[src/verilog/phc_map.svh]
`ifndef PHC_MAP_SVH
`define PHC_MAP_SVH
// CSR addresses of the three registers
`define PHC_ADDR_PAUSE 12'h7c2
`define PHC_ADDR_THRESH 12'h7ce
`define PHC_ADDR_STATUS 12'h7cf
// Threshold register fields
`define PHC_THR_EN_BIT 0
`define PHC_THR_EXP_LSB 1
`define PHC_THR_EXP_MSB 5
// Status register fields
`define PHC_STS_FETCH_BIT 0
`define PHC_STS_LDST_BIT 1
// Reset values
`define PHC_PAUSE_RST 32'h0000_0000
`define PHC_THR_RST 6'h00
`define PHC_STS_RST 2'h0
`endif

[src/verilog/phc_pkg.sv]
package phc_pkg;
  // Halt sequencing seen by the forced-halt logic
  typedef enum logic [1:0] {
    PHC_RUN,
    PHC_WAIT,
    PHC_FORCE,
    PHC_HALTED
  } phc_halt_state_t;
endpackage

[src/verilog/phc_pause_and_forced_halt_ctrl.sv]
// Operation
// - Pause count is 32 bits, writes take any value, reads return zero.
// - A nonzero pause write stalls execution but the activity state stays Running.
// - The remaining pause count drops by one every core clock.
// - Execution resumes when the count reaches zero or on any interrupt.
// - Stall length may differ from the count by a few cycles of skid.
// - A power halt during a pause freezes the countdown until the power halt ends.
// - Wait-for-interrupt executes as a no-operation without stalling.
// - Threshold bit 0 enables the forced halt timeout, reset disabled.
// - Enabled timeout counter increments each clock while halt waits on bus.
// - If the bus drains before timeout, debug halt is entered normally.
// - At count at or above two to the exponent, abort bus and halt.
// - Threshold bits 5 to 1 hold the 5-bit exponent, up to 2**31.
// - Timeout counter clears at reset and whenever debug halt is left.
// - Entering debug halt captures whether any bus transactions were aborted.
// - Status bit 1 set means load/store transactions were aborted.
// - Status bit 0 set means fetch transactions were aborted.
// - The debugger may clear status bits; clearing is never required.
// - Reserved bits read zero; writable fields return legal values.
`timescale 1ns/100ps
`default_nettype none
`include "phc_map.svh"
module phc_pause_and_forced_halt_ctrl (
  input wire logic clk,
  input wire logic rst_b,
  input wire logic csr_wr_en,
  input wire logic csr_rd_en,
  input wire logic [11:0] csr_addr,
  input wire logic [31:0] csr_wdata,
  output logic [31:0] csr_rdata,
  output logic csr_hit,
  input wire logic wfi_issue,
  input wire logic irq_any,
  input wire logic power_halted_state,
  input wire logic debug_halt_req,
  input wire logic debug_resume,
  input wire logic load_store_unit_pending,
  input wire logic fetch_pending,
  input wire logic core_quiesced,
  output logic pause_stall,
  output logic wfi_stall,
  output logic activity_running,
  output logic load_store_unit_abort,
  output logic fetch_abort,
  output logic debug_halted_state
);

  // ------------------------------------------------------------
  // Register decode
  // ------------------------------------------------------------
  function automatic logic addr_is(input logic [11:0] a, input logic [11:0] r);
    addr_is = (a == r);
  endfunction

  wire logic sel_pause = addr_is(csr_addr, `PHC_ADDR_PAUSE);
  wire logic sel_thr = addr_is(csr_addr, `PHC_ADDR_THRESH);
  wire logic sel_sts = addr_is(csr_addr, `PHC_ADDR_STATUS);
  wire logic wr_pause = csr_wr_en && sel_pause;
  wire logic wr_thr = csr_wr_en && sel_thr;
  wire logic wr_sts = csr_wr_en && sel_sts;

  logic [31:0] pause_left;
  logic pause_active;
  logic thr_en;
  logic [4:0] thr_exp;
  logic sts_load_store;
  logic sts_fetch;
  logic [31:0] tmo_cnt;
  phc_pkg::phc_halt_state_t hstate;
  phc_pkg::phc_halt_state_t next_hstate;

  // ------------------------------------------------------------
  // Pause counter
  // ------------------------------------------------------------
  // Countdown holds while the power manager has the core halted
  wire logic pause_tick = pause_active && !power_halted_state;
  wire logic pause_done = pause_tick && (pause_left <= 32'h0000_0001 || irq_any);
  // Zero write gives no stall, so an idle write costs nothing
  always_ff @(posedge clk or negedge rst_b) begin
    if (!rst_b) begin
      pause_left <= `PHC_PAUSE_RST;
      pause_active <= 1'b0;
    end else if (wr_pause) begin
      pause_left <= csr_wdata;
      pause_active <= (csr_wdata != 32'h0000_0000);
    end else if (pause_done) begin
      pause_left <= 32'h0000_0000;
      pause_active <= 1'b0;
    end else if (pause_tick) begin
      pause_left <= pause_left - 32'h0000_0001;
    end
  end

  // Stall is held while halted too; the halt itself owns the core then
  assign pause_stall = pause_active;
  assign activity_running = !power_halted_state && !debug_halted_state;
  // Wait-for-interrupt never stalls: treated as a plain no-op
  assign wfi_stall = 1'b0 & wfi_issue;

  // ------------------------------------------------------------
  // Forced debug halt
  // ------------------------------------------------------------
  wire logic bus_busy = load_store_unit_pending || fetch_pending;
  wire logic [31:0] thr_val = 32'h0000_0001 << thr_exp;
  wire logic tmo_hit = thr_en && (tmo_cnt >= thr_val);

  // Halt sequencing
  always_comb begin
    next_hstate = hstate;
    case (hstate)
      phc_pkg::PHC_RUN: begin
        if (debug_halt_req) begin
          next_hstate = phc_pkg::PHC_WAIT;
        end
      end
      phc_pkg::PHC_WAIT: begin
        if (!bus_busy && core_quiesced) begin
          next_hstate = phc_pkg::PHC_HALTED;
        end else if (tmo_hit) begin
          next_hstate = phc_pkg::PHC_FORCE;
        end
      end
      phc_pkg::PHC_FORCE: begin
        next_hstate = phc_pkg::PHC_HALTED;
      end
      phc_pkg::PHC_HALTED: begin
        if (debug_resume) begin
          next_hstate = phc_pkg::PHC_RUN;
        end
      end
      default: begin
        next_hstate = phc_pkg::PHC_RUN;
      end
    endcase
  end

  always_ff @(posedge clk or negedge rst_b) begin
    if (!rst_b) begin
      hstate <= phc_pkg::PHC_RUN;
    end else begin
      hstate <= next_hstate;
    end
  end

  // Timeout counter; saturates so it cannot wrap below the threshold
  // Once started it keeps counting until halt, even if the bus drains first
  wire logic tmo_run = thr_en && (hstate == phc_pkg::PHC_WAIT)
    && (bus_busy || tmo_cnt != 32'h0000_0000);
  always_ff @(posedge clk or negedge rst_b) begin
    if (!rst_b) begin
      tmo_cnt <= 32'h0000_0000;
    end else if (hstate == phc_pkg::PHC_HALTED && debug_resume) begin
      tmo_cnt <= 32'h0000_0000;
    end else if (tmo_run && tmo_cnt != 32'hffff_ffff) begin
      tmo_cnt <= tmo_cnt + 32'h0000_0001;
    end
  end

  // Aborts pulse for one cycle, only for units that still have traffic
  wire logic force_now = (hstate == phc_pkg::PHC_FORCE);
  wire logic load_store_cut = force_now && load_store_unit_pending;
  wire logic fetch_cut = force_now && fetch_pending;
  assign load_store_unit_abort = load_store_cut;
  assign fetch_abort = fetch_cut;
  assign debug_halted_state = (hstate == phc_pkg::PHC_HALTED);
  wire logic halt_entry = (next_hstate == phc_pkg::PHC_HALTED) && !debug_halted_state;

  // ------------------------------------------------------------
  // Threshold and status registers
  // ------------------------------------------------------------
  always_ff @(posedge clk or negedge rst_b) begin
    if (!rst_b) begin
      {thr_exp, thr_en} <= `PHC_THR_RST;
    end else if (wr_thr) begin
      thr_en <= csr_wdata[`PHC_THR_EN_BIT];
      thr_exp <= csr_wdata[`PHC_THR_EXP_MSB:`PHC_THR_EXP_LSB];
    end
  end

  // Entry capture wins over a debugger write in the same cycle
  always_ff @(posedge clk or negedge rst_b) begin
    if (!rst_b) begin
      {sts_load_store, sts_fetch} <= `PHC_STS_RST;
    end else if (halt_entry) begin
      sts_load_store <= load_store_cut;
      sts_fetch <= fetch_cut;
    end else if (wr_sts) begin
      sts_load_store <= csr_wdata[`PHC_STS_LDST_BIT];
      sts_fetch <= csr_wdata[`PHC_STS_FETCH_BIT];
    end
  end

  // Read mux; pause reads zero, reserved bits zero
  wire logic [31:0] rd_thr = {26'h0000000, thr_exp, thr_en};
  wire logic [31:0] rd_sts = {30'h00000000, sts_load_store, sts_fetch};
  wire logic [31:0] rd_mux = sel_thr ? rd_thr : (sel_sts ? rd_sts : 32'h0000_0000);
  assign csr_hit = sel_pause || sel_thr || sel_sts;
  always_ff @(posedge clk or negedge rst_b) begin
    if (!rst_b) begin
      csr_rdata <= 32'h0000_0000;
    end else if (csr_rd_en) begin
      csr_rdata <= rd_mux;
    end
  end
endmodule
`default_nettype wire

[config.mk]
export PLATFORM = sky130hd
export DESIGN_NAME = phc_pause_and_forced_halt_ctrl
export DESIGN_NICKNAME = d
export VERILOG_FILES = /design/src/verilog/phc_pkg.sv /design/src/verilog/phc_pause_and_forced_halt_ctrl.sv
export VERILOG_INCLUDE_DIRS = /design/src /design/src/verilog
export SDC_FILE = /design/constraint.sdc
export NUM_CORES = 1
export LEC_CHECK = 0
export BUFFER_PORTS_ARGS = -buffer_cell sky130_fd_sc_hd__buf_2
export CAP_MARGIN = 20
export CORE_MARGIN = 2
export CORE_UTILIZATION = 58
export DETAILED_ROUTE_END_ITERATION = 8
export PLACE_DENSITY = 0.85
export SYNTH_ARGS = -nofsm -noshare
export SYNTH_HDL_FRONTEND = slang
export SYNTH_SLANG_ARGS = --single-unit
export TNS_END_PERCENT = 5
[constraint.sdc]
create_clock -name clk -period 3.05 [get_ports clk]
set_input_delay 0.1525 -clock clk [delete_from_list [all_inputs] [get_ports clk]]
set_output_delay 0.1525 -clock clk [all_outputs]
set_load 0.01 [all_outputs]
==> out/results.env, run 1 <==
RUN_STATUS='completed'
CLK_PIN_SLEW_NS=0.09
FINAL_CORE_UTILIZATION=0.658
REQUIRED_TIME_AT_THE_WORST_SLACK_ENDPOINT_NS=3.30
GRT_SETUP_UNREPAIRED='false'
DESIGN.FINAL.NETS=881
REMAINING_DRC_ERRORS=0
CLOCK_LATENCY_NS=0.37
NETSWITCHINGPOWER_W=0.000804
FIN_SKEW_NS=0.00873
FINALSETUPVIOLCOUNT=0
SYN-CELL-AREA_UM2=6030
GRT_PASS1_VIAS=5621
WL_PER_CELL_UM=18.0
FP.COREAREA_UM2=10200
DIE_WIDTH_UM=106
CLOCKPOWERSHARE=0.372
TIMING_WORST_SLEW_PIN_VALUE_NS=1.00
WORST_SETUP_PATH_STARTPOINT='thr_exp[1]$_DFFE_PN0P_'
YOSYS_REGISTER_BITS=81
RRSETUPSLACK_NS=0.16
POWER_REPORT.INTERNAL_TOTAL_W=0.00183
TRITONCTS_CLOCK_TREE='done'
REPORT.POWER.TOTAL_W=0.00264
MAX-CAP-VIOLATIONS=0
CRITPATHSLOWESTCELL='sky130_fd_sc_hd__or4b_2'
NUM_IO_PINS=95
SYN-INSTANCE-COUNT=724
FINAL-MAX-SLEW-VIOLATION-COUNT=0
CP.ARRIVAL_NS=3.14
WORSTSETUPPATHTYPE='reg2reg'
NUM_ROWS=37
ROUTED_WIRELENGTH_MM=16.8
FIN_SETUP_TNS_NS=0
CRIT-REG2REG-CAPTURE='hstate[0]$_DFF_PN0_'
DIE_H_UM=106
VIAS_POST_DR=5961
CLOCK_TREE.BUFFER_DEPTH=2
WORSTPATHBUFFERINVERTERCOUNT=0
INITIAL_CORE_UTIL=0.590
GRT_MAX_DEGREE=82
WORST_SETUP_PATH_END_KIND='flip-flop'
SYNTH_CELL_TYPES=61
CP.DEPTH=9
POSTLAYOUTSETUPSLACKWORST_NS=0.159
SYNTH_AREA_PER_CELL_UM2=8.33
WORSTREGTOREGCELLS=9
TIMING.HOLD.WORST.CLASS='in2reg'
CPLARGESTDELAYFAMILY='simple AND/OR/NAND/NOR gates'
POSTROUTEANTENNANETS=0
SYNTH_ENABLE_FLOP_CELLS=0
RR_STARTPOINT='thr_exp[1]$_DFFE_PN0P_'
CTS_ROOT_BUF='sky130_fd_sc_hd__clkbuf_8'
CRIT_PATH_START_KIND='flip-flop'
GLOBAL_ROUTE.USAGE.TOTAL=0.304
WORST-PATH-MAX-FANOUT=10
GRT_PASS1_WL_MM=27.6
LAYOUT-DRIVE-GT1-SHARE=0.169
IR_DROP_V=0.000238
GP_ROUTABILITY_CONGESTION=0.932
DIE-AREA_UM2=11200
CP-ENDPOINT='hstate[0]$_DFF_PN0_'
CRITPATHMAXSTAGEDELAY_NS=0.63
CRIT_PATH_CELL_TRACE='and3b_1 > nand2_1 > ha_1 > nand2_1 > nor4_1 > or4b_2 > a31oi_1 > o21a_1 > o21ai_0'
MIN_PERIOD_NS=2.89
CLOCK-SINKS=81
YS.WARNINGS.COUNT=0
NET_SWITCHING_SHARE_OF_THE_TOTAL_POWER=0.305
SYNTH_FF_TYPE='sky130_fd_sc_hd__dfrtp_1'
ASYNC_FLOP_SHARE=1.00
DR.PASS1.ITERS=5
COMBINATIONAL_SHARE_OF_POWER=0.193
DP_HPWL_MM=12.0
YOSYSSEQAREASHARE=0.336
TIMING.SLEW.HEADROOM=0.330
FINAL.FILL_COUNT=827
FINAL.HOLD.WORST_SLACK_NS=0.0131
CRIT_PATH_FREQUENT_CELL='sky130_fd_sc_hd__nand2_1'
POST-ROUTE-PERIOD-UTIL=0.948
PRE_CTS_WS_NS=0.240
SEQPWRFRAC=0.435
HOLD_VIOL_FINAL=0
PORT-BUFFER-COUNT=66
PWR_DENSITY_CELL_nW_PER_UM2=392
FMAX_MHz=346
LEAKAGE_nW=3.05
N_ANTENNA_CELL=0
AREA_DELTA_SYNTH_FINAL_PCT=11.6
DETAIL_ROUTE.VIAS_PER_CELL=6.41
H-TREE-DEPTH=3
AGGREGATE_GLOBAL_ROUTING_OVERFLOW=0
DRT_FIRST_ITER_VIOLATIONS=498
NUMCTSBUFFERS=9
NUMBER_OF_ANTENNA_VIOLATIONS_AT_THE_FIRST_CHECK_IN_GLOBAL_ROUTING=0
[logic make-up (layout without fill, tap and decap cells)]
group           count (synthesis)  count (layout)  synth area share
flops                          81              81             0.336
compound gates                137             137             0.147
mux                            15              15            0.0261
buf+inv                        79             123            0.0749
fa+ha+maj                      36              36            0.0747
xor+xnor                       21              21            0.0305
other cells                     1              27          0.000622
simple gates                  354             354             0.310
[sequential cells by signal, summed over array words and instances (netlist names)]
signal	cells
sts_load_store	1
pause_stall	1
pause_left	32
thr_exp	5
tmo_cnt	32
hstate	2
thr_en	1
csr_rdata	6
sts_fetch	1
[Yosys cell counts, types with 19 or more instances]
cell type | instances | area share
sky130_fd_sc_hd__nand2_1 | 98 | 0.061
sky130_fd_sc_hd__dfrtp_1 | 81 | 0.34
sky130_fd_sc_hd__nor2_1 | 57 | 0.035
sky130_fd_sc_hd__o21ai_0 | 43 | 0.036
sky130_fd_sc_hd__nor3_1 | 37 | 0.031
sky130_fd_sc_hd__ha_1 | 36 | 0.075
sky130_fd_sc_hd__nor4_1 | 33 | 0.034
sky130_fd_sc_hd__a21oi_1 | 30 | 0.025
sky130_fd_sc_hd__buf_4 | 30 | 0.037
sky130_fd_sc_hd__nand4_1 | 27 | 0.028
sky130_fd_sc_hd__clkbuf_1 | 26 | 0.016
sky130_fd_sc_hd__nand3_1 | 23 | 0.019
sky130_fd_sc_hd__xnor2_1 | 19 | 0.028
[through the flow]
stage | instances | cell area [um^2]
floorplan | 750 | 6130
global placement | 911 | 6430
detailed placement | 911 | 6430
CTS | 929 | 6700
global route | 930 | 6730
finish | 930 | 6730
[power groups by stage]
| stage | sequential, W | combinational (W) | clock [W] |
|---|---|---|---|
| detailed placement | 0.00117 | 0.000491 | 0 |
| floorplan | 0.00116 | 0.000336 | 0 |
| CTS | 0.00115 | 0.000496 | 0.000984 |
| finish | 0.00115 | 0.000508 | 0.000980 |
| global placement | 0.00116 | 0.000478 | 0 |
| global route | 0.00115 | 0.000557 | 0.00103 |
[how the worst min path moves through the flow]
stage                   start                         end  slack, ns  cells after the start
2_1_floorplan           rst_b    csr_rdata[0]$_DFFE_PN0P_      -0.14                      0
4_1_cts         csr_wdata[27]  pause_left[27]$_DFFE_PN0P_      0.005                      3
3_5_place_dp    csr_wdata[28]  pause_left[28]$_DFFE_PN0P_       0.38                      3
6_report        csr_wdata[20]  pause_left[20]$_DFFE_PN0P_       0.01                      3
3_3_place_gp   debug_halt_req         hstate[0]$_DFF_PN0_       0.37                      3
5_1_grt         csr_wdata[27]  pause_left[27]$_DFFE_PN0P_       0.02                      3
[layout make-up]
type / count / area (um^2) / area share
multi-input combinational: 590 / 3660 / 0.544
sequential: 81 / 2030 / 0.301
timing repair buffer: 93 / 573 / 0.0852
tap: 136 / 170 / 0.0253
clock buffer: 10 / 128 / 0.0190
clock inverter: 6 / 115 / 0.0171
inverter: 14 / 52.6 / 0.00781
[worst reg2reg max path, cell delays in order, from the launching register on]
cell	delay [ns]
sky130_fd_sc_hd__dfrtp_1	0.49
sky130_fd_sc_hd__and3b_1	0.36
sky130_fd_sc_hd__nand2_1	0.09
sky130_fd_sc_hd__ha_1	0.29
sky130_fd_sc_hd__nand2_1	0.08
sky130_fd_sc_hd__nor4_1	0.39
sky130_fd_sc_hd__or4b_2	0.63
sky130_fd_sc_hd__a31oi_1	0.24
sky130_fd_sc_hd__o21a_1	0.13
sky130_fd_sc_hd__o21ai_0	0.07
[routing by layer]
layer	vias up	GRT usage	routed length, um
met3	52	0.0411	1270
met1	2857	0.387	6770
li1	2750	-	-
met4	0	0.122	438
met5	-	0	0
met2	302	0.524	8300
[cell usage in the layout, fill, tap and decap left out, types with 30 or more instances in the layout]
cell                      count
sky130_fd_sc_hd__ha_1        36
sky130_fd_sc_hd__nor3_1      37
sky130_fd_sc_hd__o21ai_0     43
sky130_fd_sc_hd__nor4_1      33
sky130_fd_sc_hd__nand2_1     98
sky130_fd_sc_hd__buf_2       65
sky130_fd_sc_hd__nor2_1      57
sky130_fd_sc_hd__dfrtp_1     81
sky130_fd_sc_hd__a21oi_1     30
[timing repair]
item	CTS	global route
hold endpoints to repair	3	0
gates resized for setup	0	1
setup buffers	0	0
setup endpoints to repair	0	2
hold buffers	2	0
Note: power is estimated with default switching activity, not from simulation.
==> inputs of run 2 (changes only) <==
--- a/config.mk
+++ b/config.mk
@@ -11,6 +11,7 @@
 export CORE_MARGIN = 2
 export CORE_UTILIZATION = 58
 export DETAILED_ROUTE_END_ITERATION = 8
+export HOLD_SLACK_MARGIN = 0.08
 export PLACE_DENSITY = 0.85
 export SYNTH_ARGS = -nofsm -noshare
 export SYNTH_HDL_FRONTEND = slang
==> out/results.env, run 2 (synthesis results as in run 1) <==
HOLD_VIOL_FINAL=0  # unchanged
WORSTPATHBUFFERINVERTERCOUNT=0  # unchanged
N_ANTENNA_CELL=0  # unchanged
GLOBAL_ROUTE.USAGE.TOTAL=0.310  # +0.00605
CP.ARRIVAL_NS=3.14  # about the same
REQUIRED_TIME_AT_THE_WORST_SLACK_ENDPOINT_NS=3.29  # about the same
CLK_PIN_SLEW_NS=0.09  # about the same
LAYOUT_COMMONEST_CELL='sky130_fd_sc_hd__nand2_1'
GRT_PASS1_VIAS=5730  # +1.9%
TRITONCTS_CLOCK_TREE='done'
INITIAL_CORE_UTIL=0.590  # unchanged
WORST-PATH-MAX-FANOUT=10  # unchanged
PLACE_AREA_UM2=6430  # unchanged
CTS_ROOT_BUF='sky130_fd_sc_hd__clkbuf_8'
DP_HPWL_MM=12.0  # unchanged
POSTROUTEANTENNANETS=0  # unchanged
LAYOUT-DRIVE-GT1-SHARE=0.165  # -0.00415
AGGREGATE_GLOBAL_ROUTING_OVERFLOW=0  # unchanged
FINAL_DESIGN_AREA_NO_FILL_UM2=6930  # +3.0%
NUM_IO_PINS=95  # unchanged
GP_ROUTABILITY_CONGESTION=0.932  # unchanged
FP.COREAREA_UM2=10200  # unchanged
IR_DROP_V=0.000238  # +0.11%
CRITPATHMAXSTAGEDELAY_NS=0.63  # about the same
DRT_FIRST_ITER_VIOLATIONS=479  # -3.8%
DETAIL_ROUTE.VIAS_PER_CELL=6.35  # -0.86%
PORT-BUFFER-COUNT=66  # unchanged
WORST_SETUP_PATH_END_KIND='flip-flop'
FMAX_MHz=346  # -0.12%
MAX-CAP-VIOLATIONS=0  # unchanged
DR.PASS1.ITERS=5  # unchanged
CRIT_PATH_FREQUENT_CELL='sky130_fd_sc_hd__nand2_1'
FINALSETUPVIOLCOUNT=0  # unchanged
CRITPATHSLOWESTCELL='sky130_fd_sc_hd__or4b_2'
FIN_SKEW_NS=0.00967  # +0.000942 ns
NUMCTSBUFFERS=9  # unchanged
CRIT_PATH_START_KIND='flip-flop'
TIMING.SLEW.HEADROOM=0.313  # -0.0176
CPLARGESTDELAYFAMILY='simple AND/OR/NAND/NOR gates'
ROUTED_WIRELENGTH_MM=17.1  # +2.2%
FINAL-MAX-SLEW-VIOLATION-COUNT=0  # unchanged
REMAINING_DRC_ERRORS=0  # unchanged
MIN_PERIOD_NS=2.89  # +0.00343 ns
DIE-AREA_UM2=11200  # unchanged
DESIGN.FINAL.NETS=901  # +2.3%
MOSTFREQUENTLAYOUTCELLS='sky130_fd_sc_hd__nand2_1, sky130_fd_sc_hd__dfrtp_1, sky130_fd_sc_hd__buf_2'
H-TREE-DEPTH=3  # unchanged
WORSTSETUPPATHTYPE='reg2reg'
LEAKAGE_nW=3.13  # +2.7%
GRT_PASS1_WL_MM=28.1  # +1.9%
PWR_DENSITY_CELL_nW_PER_UM2=383  # -2.2%
RUN_STATUS='completed'
NUMBER_OF_SETUP_BUFFERS_ADDED_AFTER_CTS=0  # unchanged
AREA_DELTA_SYNTH_FINAL_PCT=14.9
TIMING_WORST_SLEW_PIN_VALUE_NS=1.03  # +0.0264 ns
FIN_SETUP_TNS_NS=0  # unchanged
WL_PER_CELL_UM=18.0  # about the same
CLOCK_TREE.BUFFER_DEPTH=2  # unchanged
VIAS_POST_DR=6037  # +1.3%
REG_TOP3='pause_left (32), tmo_cnt (32), csr_rdata (6)'
DIE_H_UM=106  # unchanged
TIMING.HOLD.WORST.CLASS='in2reg'
NUM_ROWS=37  # unchanged
CLOCK_LATENCY_NS=0.37  # about the same
NUMBER_OF_ANTENNA_VIOLATIONS_AT_THE_FIRST_CHECK_IN_GLOBAL_ROUTING=0  # unchanged
CLOCK-SINKS=81  # unchanged
GRT_MAX_DEGREE=82  # unchanged
POST-ROUTE-PERIOD-UTIL=0.949  # +0.00112
GRT_SETUP_UNREPAIRED='false'
FINAL.FILL_COUNT=801  # -3.1%
CRIT_PATH_CELL_TRACE='and3b_1 > nand2_1 > ha_1 > nand2_1 > nor4_1 > or4b_2 > a31oi_1 > o21a_1 > o21ai_0'
DIE_WIDTH_UM=106  # unchanged
==> run 2: repair_timing <==
item / in CTS / in global routing
endpoints found under the setup margin: 0 / 2
gates resized for setup: 0 / 1
hold endpoints to repair: 109 / 0
hold buffers: 22 / 0
==> run 2: power by group <==
| group | total [W] | switching (W) | internal (W) |
|---|---|---|---|
| logic | 0.000531 | 0.000340 | 0.000190 |
| clock network | 0.000977 | 0.000429 | 0.000549 |
| registers | 0.00115 | 0.0000384 | 0.00111 |
==> run 2: area by class of cell <==
type,instances,area [um^2],share of cell area
clock inverters,6,115,0.0166
multi-input cells,590,3660,0.529
clock buffers,10,128,0.0184
repair buffers,113,773,0.112
flip-flops and latches,81,2030,0.293
well taps,136,170,0.0246
inverters,14,52.6,0.00758
==> run 2: routing by layer <==
layer | vias to the layer above | share of wire | wire, um | GRT usage
met5 | - | 0 | 0 | 0
met4 | 0 | 0.023 | 398 | 0.119
met3 | 47 | 0.071 | 1220 | 0.0435
met2 | 316 | 0.50 | 8600 | 0.543
met1 | 2877 | 0.40 | 6920 | 0.388
li1 | 2797 | - | - | -
==> run 2: worst paths after layout <==
check                                           start                    endpoint  slack, ns  cells after the start
min reg2reg                pause_left[18]$_DFFE_PN0P_  pause_left[18]$_DFFE_PN0P_       0.53                      1
max in group asynchronous                       rst_b      tmo_cnt[6]$_DFFE_PN0P_       2.17                      3
min                                     csr_wdata[15]  pause_left[15]$_DFFE_PN0P_       0.09                      2
min in group asynchronous                       rst_b  pause_left[24]$_DFFE_PN0P_       0.26                      2
max                            thr_exp[1]$_DFFE_PN0P_         hstate[0]$_DFF_PN0_       0.16                      9
max reg2reg                    thr_exp[1]$_DFFE_PN0P_         hstate[0]$_DFF_PN0_       0.16                      9
==> run 2: worst register-to-register path: cells and delay by family (launching register included) <==
family | cells | cell delay (ns)
AND/OR/NAND/NOR | 5 | 1.56
flip-flops | 1 | 0.48
AO/OA/AOI/OAI | 3 | 0.44
adder cells (fa/ha/maj) | 1 | 0.29
==> run 2: stage by stage <==
step                      worst slack, ns  cells  hold slack [ns]  total power, W  utilization
after floorplan                     0.435    750           -0.143         0.00149            -
after global placement              0.305    911            0.370         0.00164        0.629
after detailed placement            0.240    911            0.376         0.00166        0.629
after CTS                           0.122    949           0.0822         0.00265        0.674
after global routing              0.00865    950           0.0983         0.00276        0.677
final                               0.156    950           0.0884         0.00266        0.677
